**src/design/dmu_pkg.sv**
```systemverilog
// Constants shared by the upper-channel DMA control port
package dmu_pkg;

  localparam int          NCH            = 4;
  localparam int          SEL_W          = 2;

  // I/O port addresses
  localparam logic [7:0]  ADDR_STAT_CMD  = 8'hD0;
  localparam logic [7:0]  ADDR_SWREQ     = 8'hD2;
  localparam logic [7:0]  ADDR_MASK1     = 8'hD4;
  localparam logic [7:0]  ADDR_MODE      = 8'hD6;
  localparam logic [7:0]  ADDR_MCLR      = 8'hDA;
  localparam logic [7:0]  ADDR_MASK_CLR  = 8'hDC;
  localparam logic [7:0]  ADDR_MASK_ALL  = 8'hDE;

  // Command register fields
  localparam int          CMD_ACK_HI     = 7;
  localparam int          CMD_REQ_LO     = 6;
  localparam int          CMD_ROTATE     = 4;
  localparam int          CMD_COMPRESS   = 3;
  localparam int          CMD_DISABLE    = 2;
  localparam int          CMD_ADDR_HOLD  = 1;
  localparam int          CMD_MEM2MEM    = 0;
  localparam logic [7:0]  CMD_RESET      = 8'h00;
  localparam logic [7:0]  CMD_WMASK      = 8'hDF;

  // Status register fields
  localparam int          ST_REQ_LSB     = 4;
  localparam int          ST_TC_LSB      = 0;
  localparam logic [3:0]  TC_RESET       = 4'h0;

  // Request, mask and mode write fields
  localparam int          SEL_LSB        = 0;
  localparam int          REQ_GO_BIT     = 2;
  localparam int          MASK_SET_BIT   = 2;
  localparam int          MODE_SEL_LSB   = 6;
  localparam logic [1:0]  MODE_DEMAND    = 2'h0;
  localparam logic [1:0]  MODE_SINGLE    = 2'h1;
  localparam logic [1:0]  MODE_BLOCK     = 2'h2;
  localparam logic [1:0]  MODE_CASCADE   = 2'h3;
  localparam logic [7:0]  MODE_RESET     = 8'h00;

  // Reset and clear values, read filler
  localparam logic [3:0]  MASK_RESET     = 4'h0;
  localparam logic [3:0]  MASK_ALL_SET   = 4'hF;
  localparam logic [7:0]  UNDEF_RDATA    = 8'hFF;
  localparam logic [7:0]  RDATA_RESET    = 8'h00;

endpackage

```
**src/design/dmu_arbiter.sv**
```systemverilog
// Fixed or rotating priority selector for the four upper channels
`timescale 1ns/10ps
`default_nettype none
module dmu_arbiter
  import dmu_pkg::*;
(
  input  wire logic             core_clk,
  input  wire logic             srst,
  input  wire logic [NCH-1:0]   req,
  input  wire logic             rotate,
  input  wire logic             take,
  input  wire logic [SEL_W-1:0] taken_ch,
  output logic                  win_valid,
  output logic [SEL_W-1:0]      win_ch
);

  logic [SEL_W-1:0] top_reg;
  logic [SEL_W-1:0] top_next;
  logic [SEL_W-1:0] idx;

  ////////////////////////////////////////////////////////////////////////
  // Search runs from the lowest-priority channel to top_reg; the last hit wins
  always_comb begin
    idx       = '0;
    win_valid = 1'b0;
    win_ch    = '0;
    for (int k = NCH - 1; k >= 0; k--) begin
      idx = SEL_W'(top_reg + SEL_W'(k));
      if (req[idx]) begin
        win_valid = 1'b1;
        win_ch    = idx;
      end
    end
  end

  always_comb begin
    top_next = top_reg;
    if (!rotate) begin
      top_next = '0;
    end else if (take) begin
      top_next = SEL_W'(taken_ch + 1'b1);
    end
  end

  always_ff @(posedge core_clk) begin
    if (srst) begin
      top_reg <= '0;
    end else begin
      top_reg <= top_next;
    end
  end

endmodule
`default_nettype wire

```
**src/design/dmu_sequencer.sv**
```systemverilog
// Word transfer cycle sequencer, normal or compressed timing
`timescale 1ns/10ps
`default_nettype none
module dmu_sequencer
  import dmu_pkg::*;
(
  input  wire logic core_clk,
  input  wire logic srst,
  input  wire logic start,
  input  wire logic abort,
  input  wire logic compressed,
  input  wire logic last_word,
  output logic      done,
  output logic      cmd_strobe,
  output logic      tc_strobe
);

  typedef enum logic [4:0] {
    SQ_IDLE = 5'b00001,
    SQ_ADDR = 5'b00010,
    SQ_WAIT = 5'b00100,
    SQ_CMD  = 5'b01000,
    SQ_DONE = 5'b10000
  } dmu_seq_e;

  dmu_seq_e sq_reg;
  dmu_seq_e sq_next;
  logic     cmd_reg;
  logic     cmd_next;
  logic     tc_reg;
  logic     tc_next;

  assign done       = (sq_reg == SQ_DONE);
  assign cmd_strobe = cmd_reg;
  assign tc_strobe  = tc_reg;

  ////////////////////////////////////////////////////////////////////////
  always_comb begin
    sq_next = sq_reg;
    unique case (sq_reg)
      SQ_IDLE: if (start) sq_next = SQ_ADDR;
      SQ_ADDR: sq_next = compressed ? SQ_CMD : SQ_WAIT;
      SQ_WAIT: sq_next = SQ_CMD;
      SQ_CMD:  sq_next = SQ_DONE;
      SQ_DONE: sq_next = start ? SQ_ADDR : SQ_IDLE;
      default: sq_next = SQ_IDLE;
    endcase
    if (abort) begin
      sq_next = SQ_IDLE;
    end
    cmd_next = (sq_next == SQ_CMD) || (sq_next == SQ_DONE);
    tc_next  = (sq_next == SQ_CMD) && last_word;
  end

  always_ff @(posedge core_clk) begin
    if (srst) begin
      sq_reg  <= SQ_IDLE;
      cmd_reg <= 1'b0;
      tc_reg  <= 1'b0;
    end else begin
      sq_reg  <= sq_next;
      cmd_reg <= cmd_next;
      tc_reg  <= tc_next;
    end
  end

endmodule
`default_nettype wire

```
**src/design/dmu_upper_ctrl.sv**
```systemverilog
// Control, status and request logic of the word transfer controller
`timescale 1ns/10ps
`default_nettype none
module dmu_upper_ctrl
  import dmu_pkg::*;
#(
  parameter int SWQ_W = 2
)(
  input  wire logic               core_clk,
  input  wire logic               srst,
  input  wire logic [7:0]         io_addr,
  input  wire logic [7:0]         io_wdata,
  input  wire logic               io_rd,
  input  wire logic               io_wr,
  output logic [7:0]              io_rdata,
  input  wire logic [NCH-1:0]     transfer_request_in,
  input  wire logic [NCH-1:0]     last_word_in,
  output logic [NCH-1:0]          transfer_grant_out,
  output logic [SEL_W-1:0]        active_channel,
  output logic                    cmd_strobe,
  output logic                    tc_strobe,
  output logic                    mem_to_mem_en,
  output logic                    chan0_addr_hold,
  output logic [NCH*8-1:0]        channel_mode_out
);

  // Queue counter must fit its saturating increment
  if (SWQ_W < 1 || SWQ_W > 8) begin : g_bad_swq
    $error("SWQ_W must lie between 1 and 8");
  end

  typedef enum logic [2:0] {
    MS_ARB  = 3'b001,
    MS_XFER = 3'b010,
    MS_CASC = 3'b100
  } dmu_main_e;

  ////////////////////////////////////////////////////////////////////////
  // Port decode

  logic             wr_cmd;
  logic             wr_swreq;
  logic             wr_mask1;
  logic             wr_mode;
  logic             wr_mclr;
  logic             wr_mask_clr;
  logic             wr_mask_all;
  logic             rd_stat;
  logic [SEL_W-1:0] wsel;

  assign wr_cmd      = io_wr && (io_addr == ADDR_STAT_CMD);
  assign wr_swreq    = io_wr && (io_addr == ADDR_SWREQ);
  assign wr_mask1    = io_wr && (io_addr == ADDR_MASK1);
  assign wr_mode     = io_wr && (io_addr == ADDR_MODE);
  assign wr_mclr     = io_wr && (io_addr == ADDR_MCLR);
  assign wr_mask_clr = io_wr && (io_addr == ADDR_MASK_CLR);
  assign wr_mask_all = io_wr && (io_addr == ADDR_MASK_ALL);
  assign rd_stat     = io_rd && (io_addr == ADDR_STAT_CMD);
  assign wsel        = io_wdata[SEL_LSB +: SEL_W];

  ////////////////////////////////////////////////////////////////////////
  // Command, mask, status and read data

  logic [7:0]     cmd_reg;
  logic [7:0]     cmd_next;
  logic [NCH-1:0] mask_reg;
  logic [NCH-1:0] mask_next;
  logic [NCH-1:0] pend_reg;
  logic [NCH-1:0] pend_next;
  logic [NCH-1:0] tc_reg;
  logic [NCH-1:0] tc_next;
  logic [7:0]     rdata_reg;
  logic [7:0]     rdata_next;
  logic [NCH-1:0] req_hw;
  logic [NCH-1:0] sw_pend;
  logic [NCH-1:0] tc_set;
  logic [NCH-1:0] eligible;

  // Active-high view of the request pins
  assign req_hw   = cmd_reg[CMD_REQ_LO] ? ~transfer_request_in : transfer_request_in;
  assign eligible = (req_hw & ~mask_reg) | sw_pend;

  always_comb begin
    cmd_next   = cmd_reg;
    mask_next  = mask_reg;
    pend_next  = req_hw | sw_pend;
    tc_next    = tc_reg;
    rdata_next = rdata_reg;
    if (wr_cmd) begin
      cmd_next = io_wdata & CMD_WMASK;
    end
    if (wr_mask1) begin
      mask_next[wsel] = io_wdata[MASK_SET_BIT];
    end
    if (wr_mask_clr) begin
      mask_next = MASK_RESET;
    end
    if (wr_mask_all) begin
      mask_next = io_wdata[NCH-1:0];
    end
    if (io_rd) begin
      if (io_addr == ADDR_STAT_CMD) begin
        rdata_next = (8'(pend_reg) << ST_REQ_LSB) | (8'(tc_reg) << ST_TC_LSB);
      end else if (io_addr == ADDR_MASK_ALL) begin
        rdata_next = 8'(mask_reg);
      end else begin
        rdata_next = UNDEF_RDATA;
      end
    end
    if (rd_stat) begin
      tc_next = TC_RESET;
    end
    // A count reached in the read cycle survives the read
    tc_next = tc_next | tc_set;
    if (wr_mclr) begin
      cmd_next  = CMD_RESET;
      mask_next = MASK_ALL_SET;
      pend_next = '0;
      tc_next   = TC_RESET;
    end
  end

  always_ff @(posedge core_clk) begin
    if (srst) begin
      cmd_reg   <= CMD_RESET;
      mask_reg  <= MASK_RESET;
      pend_reg  <= '0;
      tc_reg    <= TC_RESET;
      rdata_reg <= RDATA_RESET;
    end else begin
      cmd_reg   <= cmd_next;
      mask_reg  <= mask_next;
      pend_reg  <= pend_next;
      tc_reg    <= tc_next;
      rdata_reg <= rdata_next;
    end
  end

  assign io_rdata        = rdata_reg;
  assign mem_to_mem_en   = cmd_reg[CMD_MEM2MEM];
  assign chan0_addr_hold = cmd_reg[CMD_MEM2MEM] && cmd_reg[CMD_ADDR_HOLD];

  ////////////////////////////////////////////////////////////////////////
  // Per-channel mode registers and software request counts

  logic [7:0]       mode_reg [NCH];
  logic [7:0]       mode_next [NCH];
  logic [SWQ_W-1:0] swq_reg [NCH];
  logic [SWQ_W-1:0] swq_next [NCH];
  logic [NCH-1:0]   consume;

  for (genvar i = 0; i < NCH; i++) begin : g_ch
    always_comb begin
      mode_next[i] = mode_reg[i];
      swq_next[i]  = swq_reg[i];
      if (wr_mode && wsel == SEL_W'(i)) begin
        mode_next[i] = io_wdata;
      end
      if (consume[i] && swq_reg[i] != '0) begin
        swq_next[i] = SWQ_W'(swq_reg[i] - 1'b1);
      end
      if (wr_swreq && io_wdata[REQ_GO_BIT] && wsel == SEL_W'(i) && swq_next[i] != '1) begin
        swq_next[i] = SWQ_W'(swq_next[i] + 1'b1);
      end
      if (wr_mclr) begin
        swq_next[i] = '0;
      end
    end

    always_ff @(posedge core_clk) begin
      if (srst) begin
        mode_reg[i] <= MODE_RESET;
        swq_reg[i]  <= '0;
      end else begin
        mode_reg[i] <= mode_next[i];
        swq_reg[i]  <= swq_next[i];
      end
    end

    assign sw_pend[i]                  = (swq_reg[i] != '0);
    assign channel_mode_out[i*8 +: 8] = mode_reg[i];
  end

  ////////////////////////////////////////////////////////////////////////
  // Arbitration and transfer sequencing

  logic             win_valid;
  logic [SEL_W-1:0] win_ch;
  logic             arb_take;
  logic             seq_start;
  logic             seq_done;
  logic             seq_tc;
  dmu_main_e        st_reg;
  dmu_main_e        st_next;
  logic [SEL_W-1:0] ch_reg;
  logic [SEL_W-1:0] ch_next;
  logic [NCH-1:0]   grant_reg;
  logic [NCH-1:0]   grant_next;
  logic [NCH-1:0]   grant_act;
  logic [1:0]       cur_mode;
  logic             m2m_first;

  dmu_arbiter u_arb (
    .core_clk  (core_clk),
    .srst      (srst),
    .req       (eligible),
    .rotate    (cmd_reg[CMD_ROTATE]),
    .take      (arb_take),
    .taken_ch  (win_ch),
    .win_valid (win_valid),
    .win_ch    (win_ch)
  );

  dmu_sequencer u_seq (
    .core_clk   (core_clk),
    .srst       (srst),
    .start      (seq_start),
    .abort      (wr_mclr),
    .compressed (cmd_reg[CMD_COMPRESS]),
    .last_word  (last_word_in[ch_reg]),
    .done       (seq_done),
    .cmd_strobe (cmd_strobe),
    .tc_strobe  (seq_tc)
  );

  assign tc_strobe = seq_tc;

  assign cur_mode  = mode_reg[ch_reg][MODE_SEL_LSB +: 2];
  assign m2m_first = cmd_reg[CMD_MEM2MEM] && (ch_reg == '0);

  always_comb begin
    st_next   = st_reg;
    ch_next   = ch_reg;
    seq_start = 1'b0;
    arb_take  = 1'b0;
    tc_set    = '0;
    consume   = '0;
    unique case (st_reg)
      MS_ARB: begin
        if (!cmd_reg[CMD_DISABLE] && win_valid) begin
          ch_next  = win_ch;
          arb_take = 1'b1;
          if (mode_reg[win_ch][MODE_SEL_LSB +: 2] == MODE_CASCADE) begin
            st_next = MS_CASC;
          end else begin
            seq_start = 1'b1;
            st_next   = MS_XFER;
          end
        end
      end
      MS_XFER: begin
        if (seq_done) begin
          consume[ch_reg] = 1'b1;
          tc_set[ch_reg]  = last_word_in[ch_reg];
          if (m2m_first) begin
            // Source read done, run the destination write
            ch_next   = SEL_W'(1);
            seq_start = 1'b1;
          end else if (!last_word_in[ch_reg] && !cmd_reg[CMD_DISABLE] &&
                       (cur_mode == MODE_BLOCK || (cur_mode == MODE_DEMAND && eligible[ch_reg]))) begin
            seq_start = 1'b1;
          end else begin
            st_next = MS_ARB;
          end
        end
      end
      MS_CASC: begin
        if (!req_hw[ch_reg]) begin
          st_next = MS_ARB;
        end
      end
    endcase
    if (wr_mclr) begin
      st_next   = MS_ARB;
      seq_start = 1'b0;
    end
    for (int i = 0; i < NCH; i++) begin
      grant_act[i] = (st_next != MS_ARB) && (ch_next == SEL_W'(i));
    end
    grant_next = cmd_next[CMD_ACK_HI] ? grant_act : ~grant_act;
  end

  always_ff @(posedge core_clk) begin
    if (srst) begin
      st_reg    <= MS_ARB;
      ch_reg    <= '0;
      grant_reg <= MASK_ALL_SET;
    end else begin
      st_reg    <= st_next;
      ch_reg    <= ch_next;
      grant_reg <= grant_next;
    end
  end

  assign transfer_grant_out = grant_reg;
  assign active_channel     = ch_reg;

endmodule
`default_nettype wire

```
**config.mk**
```make
export PLATFORM = sky130hd
export DESIGN_NAME = dmu_upper_ctrl
export DESIGN_NICKNAME = d
export VERILOG_FILES = /design/src/design/dmu_pkg.sv /design/src/design/dmu_arbiter.sv /design/src/design/dmu_sequencer.sv /design/src/design/dmu_upper_ctrl.sv
export SDC_FILE = /design/constraint.sdc
export NUM_CORES = 1
export LEC_CHECK = 0
export ABC_AREA = 1
export BUFFER_PORTS_ARGS = -buffer_cell sky130_fd_sc_hd__buf_2
export CAP_MARGIN = 20
export CORE_ASPECT_RATIO = 0.8
export CORE_MARGIN = 1
export CORE_UTILIZATION = 40
export DETAILED_ROUTE_END_ITERATION = 7
export PLACE_DENSITY_LB_ADDON = 0.2
export SETUP_SLACK_MARGIN = 0.2
export SLEW_MARGIN = 20
export SYNTH_ARGS = -nofsm -noshare
export SYNTH_HDL_FRONTEND = slang
export SYNTH_HIERARCHICAL = 1
export SYNTH_SLANG_ARGS = --single-unit
export TNS_END_PERCENT = 10
```
**constraint.sdc**
```tcl
create_clock -name core_clk -period 8.3 [get_ports core_clk]
set_clock_uncertainty 0.2 [all_clocks]
set_input_delay 2.075 -clock core_clk [delete_from_list [all_inputs] [get_ports core_clk]]
set_output_delay 2.075 -clock core_clk [all_outputs]
set_load 0.02 [all_outputs]
```
==> out/qor.yml <==
run_status: "complete, no violations"
drt-pass1-iter-count: 5
pwr_density_cell_nw_per_um2: 175
synth_seq_area_share: 0.394
setup_tns_ps: 0
maxSlewViolCount: 0
crit_path_start_kind: "input port"
ir_worst_vdd_uv: 82.8
p_leak_nw: 2.44
total_power_mw: 0.899
hold_path_depth: 2
ant_nets: 0
postLayoutCellArea_um2: 5130
min_path_type: "register to register"
ioPinCount: 78
r2r_setup_slack_ps: 5310
cts_htree_levels: 3
crit_required_ps: 8290
synth_nets: 656
layout-drive-gt1-share: 0.197
antenna_cells: 0
crit_path_top_delay_cell: "and2_1"
antenna_found_initial: 0
cp_max_fo: 8
route.detailed.drc: 0
nets: 736
layout_commonest_cell: "nand2_1"
grt_overflow: 0
cp_common_cell: "nand2_1"
fin_ws_ps: 4000
dp_slack_ps: 3700
cts_tree: "yes"
grt_pass1_vias: 4126
syn_to_final_growth_pct: 18.7
postPlaceCellArea_um2: 4840
synth.avg_cell_area_um2: 6.97
place_hpwl_um: 8730
io_buffers: 77
vias: 4245
synth_seq_cells: 85
gp_congestion: 0.868
cp_cell_sequence: "buf_2 -> inv_1 -> nand2_1 -> nand3_1 -> nand2_1 -> inv_1 -> nand2_1 -> and2_1 -> nand2_1 -> nand2_1 -> inv_1 -> nand3_1 -> nand2_1 -> inv_1 -> a31oi_1 -> nand2_1 -> nand3_1 -> o21ai_0 -> a21oi_1 -> nand2_2 -> nand3_4 -> nand2_1 -> nand2_1 -> nand3_1"
drt_iter0_markers: 227
max_cap_violations: 0
rows: 33
cts_max_path_buffers: 2
synth_area_um2: 4320
grt_start_max_net_pins: 38
grt_pass1_wl_um: 19400
period_share: 0.519
period_minus_slack_ps: 4300
final_cell_mix: "nand2_1, nor2_1, dfxtp_1"
syn-instance-count: 620
finalHoldViolCount: 0
coreArea_um2: 10400
start_util: 0.417
fin_util: 0.495
ys.warnings.count: 6
reg2regPathDepth: 24
cts_buffers: 9
synth_cell_types: 40
post_cts_buffers: 0
gr-usage-all-layers: 0.219
cts-root-buf: "clkbuf_16"
instances_no_fill: 845
die_w_um: 118
cp-end-kind: "register"
viasPerCell: 5.02
fin_worst_hold_slack_ps: 246
slew_headroom: 0.379
wl_per_cell_um: 13.6
critical_path_arrival_ps: 4300
criticalPathCategory: "input port to register"
rsz0062_at_grt: "no"
largest_register_ffs: 32
die_area_um2: 11200
clock-sinks: 85
cp_slowest_stage_delay_ps: 190
worst_pin_slew_ps: 926
cts_resized: 0
hold_buffers: 0
place_inst: 829
fillers: 1040
die_h_um: 94.9
finalSetupViolCount: 0
wirelength_um: 11500
max_freq_mhz: 232
clock_latency_ps: 340
clkTransAtPathRegs_ps: 70
[cells by family (layout without fill, tap and decap cells)]
group | count (synthesis) | in the layout | share of synthesized area
xor gates and xnor gates | 6 | 6 | 0.0122
and+or+nand+nor | 322 | 322 | 0.350
DFF | 85 | 85 | 0.394
buffers and inverters | 95 | 180 | 0.0852
adders and majority gates | 8 | 8 | 0.0232
AOI/OAI and AO/OA | 104 | 104 | 0.136
[power by group]
group / total (mW) / internal (mW) / leakage (nW) / switching, mW
clock network: 0.385 / 0.213 / 0.135 / 0.172
logic: 0.0934 / 0.0293 / 1.62 / 0.0641
registers: 0.421 / 0.416 / 0.690 / 0.00476
total: 0.899 / 0.659 / 2.44 / 0.240
[path summary, 6_finish.rpt]
check	startpoint	end
worst max-delay path	transfer_request_in[1]	transfer_grant_out[3]$_SDFF_PP1_
worst min-delay path	mode_reg[1][1]$_SDFFE_PP0P_	mode_reg[1][1]$_SDFFE_PP0P_
worst max register to register	cmd_reg[6]$_SDFFE_PP0P_	transfer_grant_out[3]$_SDFF_PP1_
worst min register to register	mode_reg[1][1]$_SDFFE_PP0P_	mode_reg[1][1]$_SDFFE_PP0P_
[area by class of cell]
cell class	count	area [um^2]	area share
Multi-Input combinational cell	440	2250	0.439
Sequential cell	85	1700	0.332
Timing Repair Buffer	77	385	0.0752
Inverter	87	329	0.0642
Clock buffer	10	239	0.0466
Tap cell	140	175	0.0342
Clock inverter	6	46.3	0.00903
[critical path: cells and delay by family]
kind	cells	cell delay, ps
AOI/OAI and AO/OA	3	410
buffers and inverters	5	400
and+or+nand+nor	16	1410
[synth_stat cells]
cell type,n,share of area
or2_1,1,0.0014
buf_2,1,0.0012
nor2_2,8,0.012
a21oi_2,2,0.0041
nor2_8,2,0.0093
nor2_4,4,0.010
inv_4,1,0.0014
a31oi_1,8,0.012
nand3_2,5,0.012
o221ai_1,1,0.0020
o21ai_0,44,0.051
o22ai_1,2,0.0029
xor2_1,5,0.010
xnor2_1,1,0.0020
nand3_4,1,0.0041
nand4_1,5,0.0072
nor3_1,11,0.013
clkinv_1,2,0.0017
a211oi_1,2,0.0035
nand3_1,45,0.052
inv_2,8,0.0070
nor2_1,105,0.091
nand4_4,1,0.0049
a41oi_1,3,0.0061
buf_6,1,0.0026
a21oi_1,28,0.032
nand2_2,5,0.0072
nand2_1,114,0.099
nor3_2,4,0.0093
dfxtp_1,85,0.39
nor4_2,1,0.0029
and2_1,5,0.0072
clkbuf_1,6,0.0052
o21ai_1,6,0.0070
inv_1,76,0.066
ha_1,8,0.023
o21ai_2,4,0.0081
nor4_1,4,0.0058
o21a_1,4,0.0070
nand3b_1,1,0.0017
[per-layer routing]
metal	share of wire	GRT usage	up-vias
met5	0	0	-
met4	0.022	0.0897	0
met3	0.050	0.0435	23
met2	0.47	0.368	116
met1	0.46	0.277	1922
li1	-	-	2184
No activity file was read; power rests on OpenSTA's default activity.
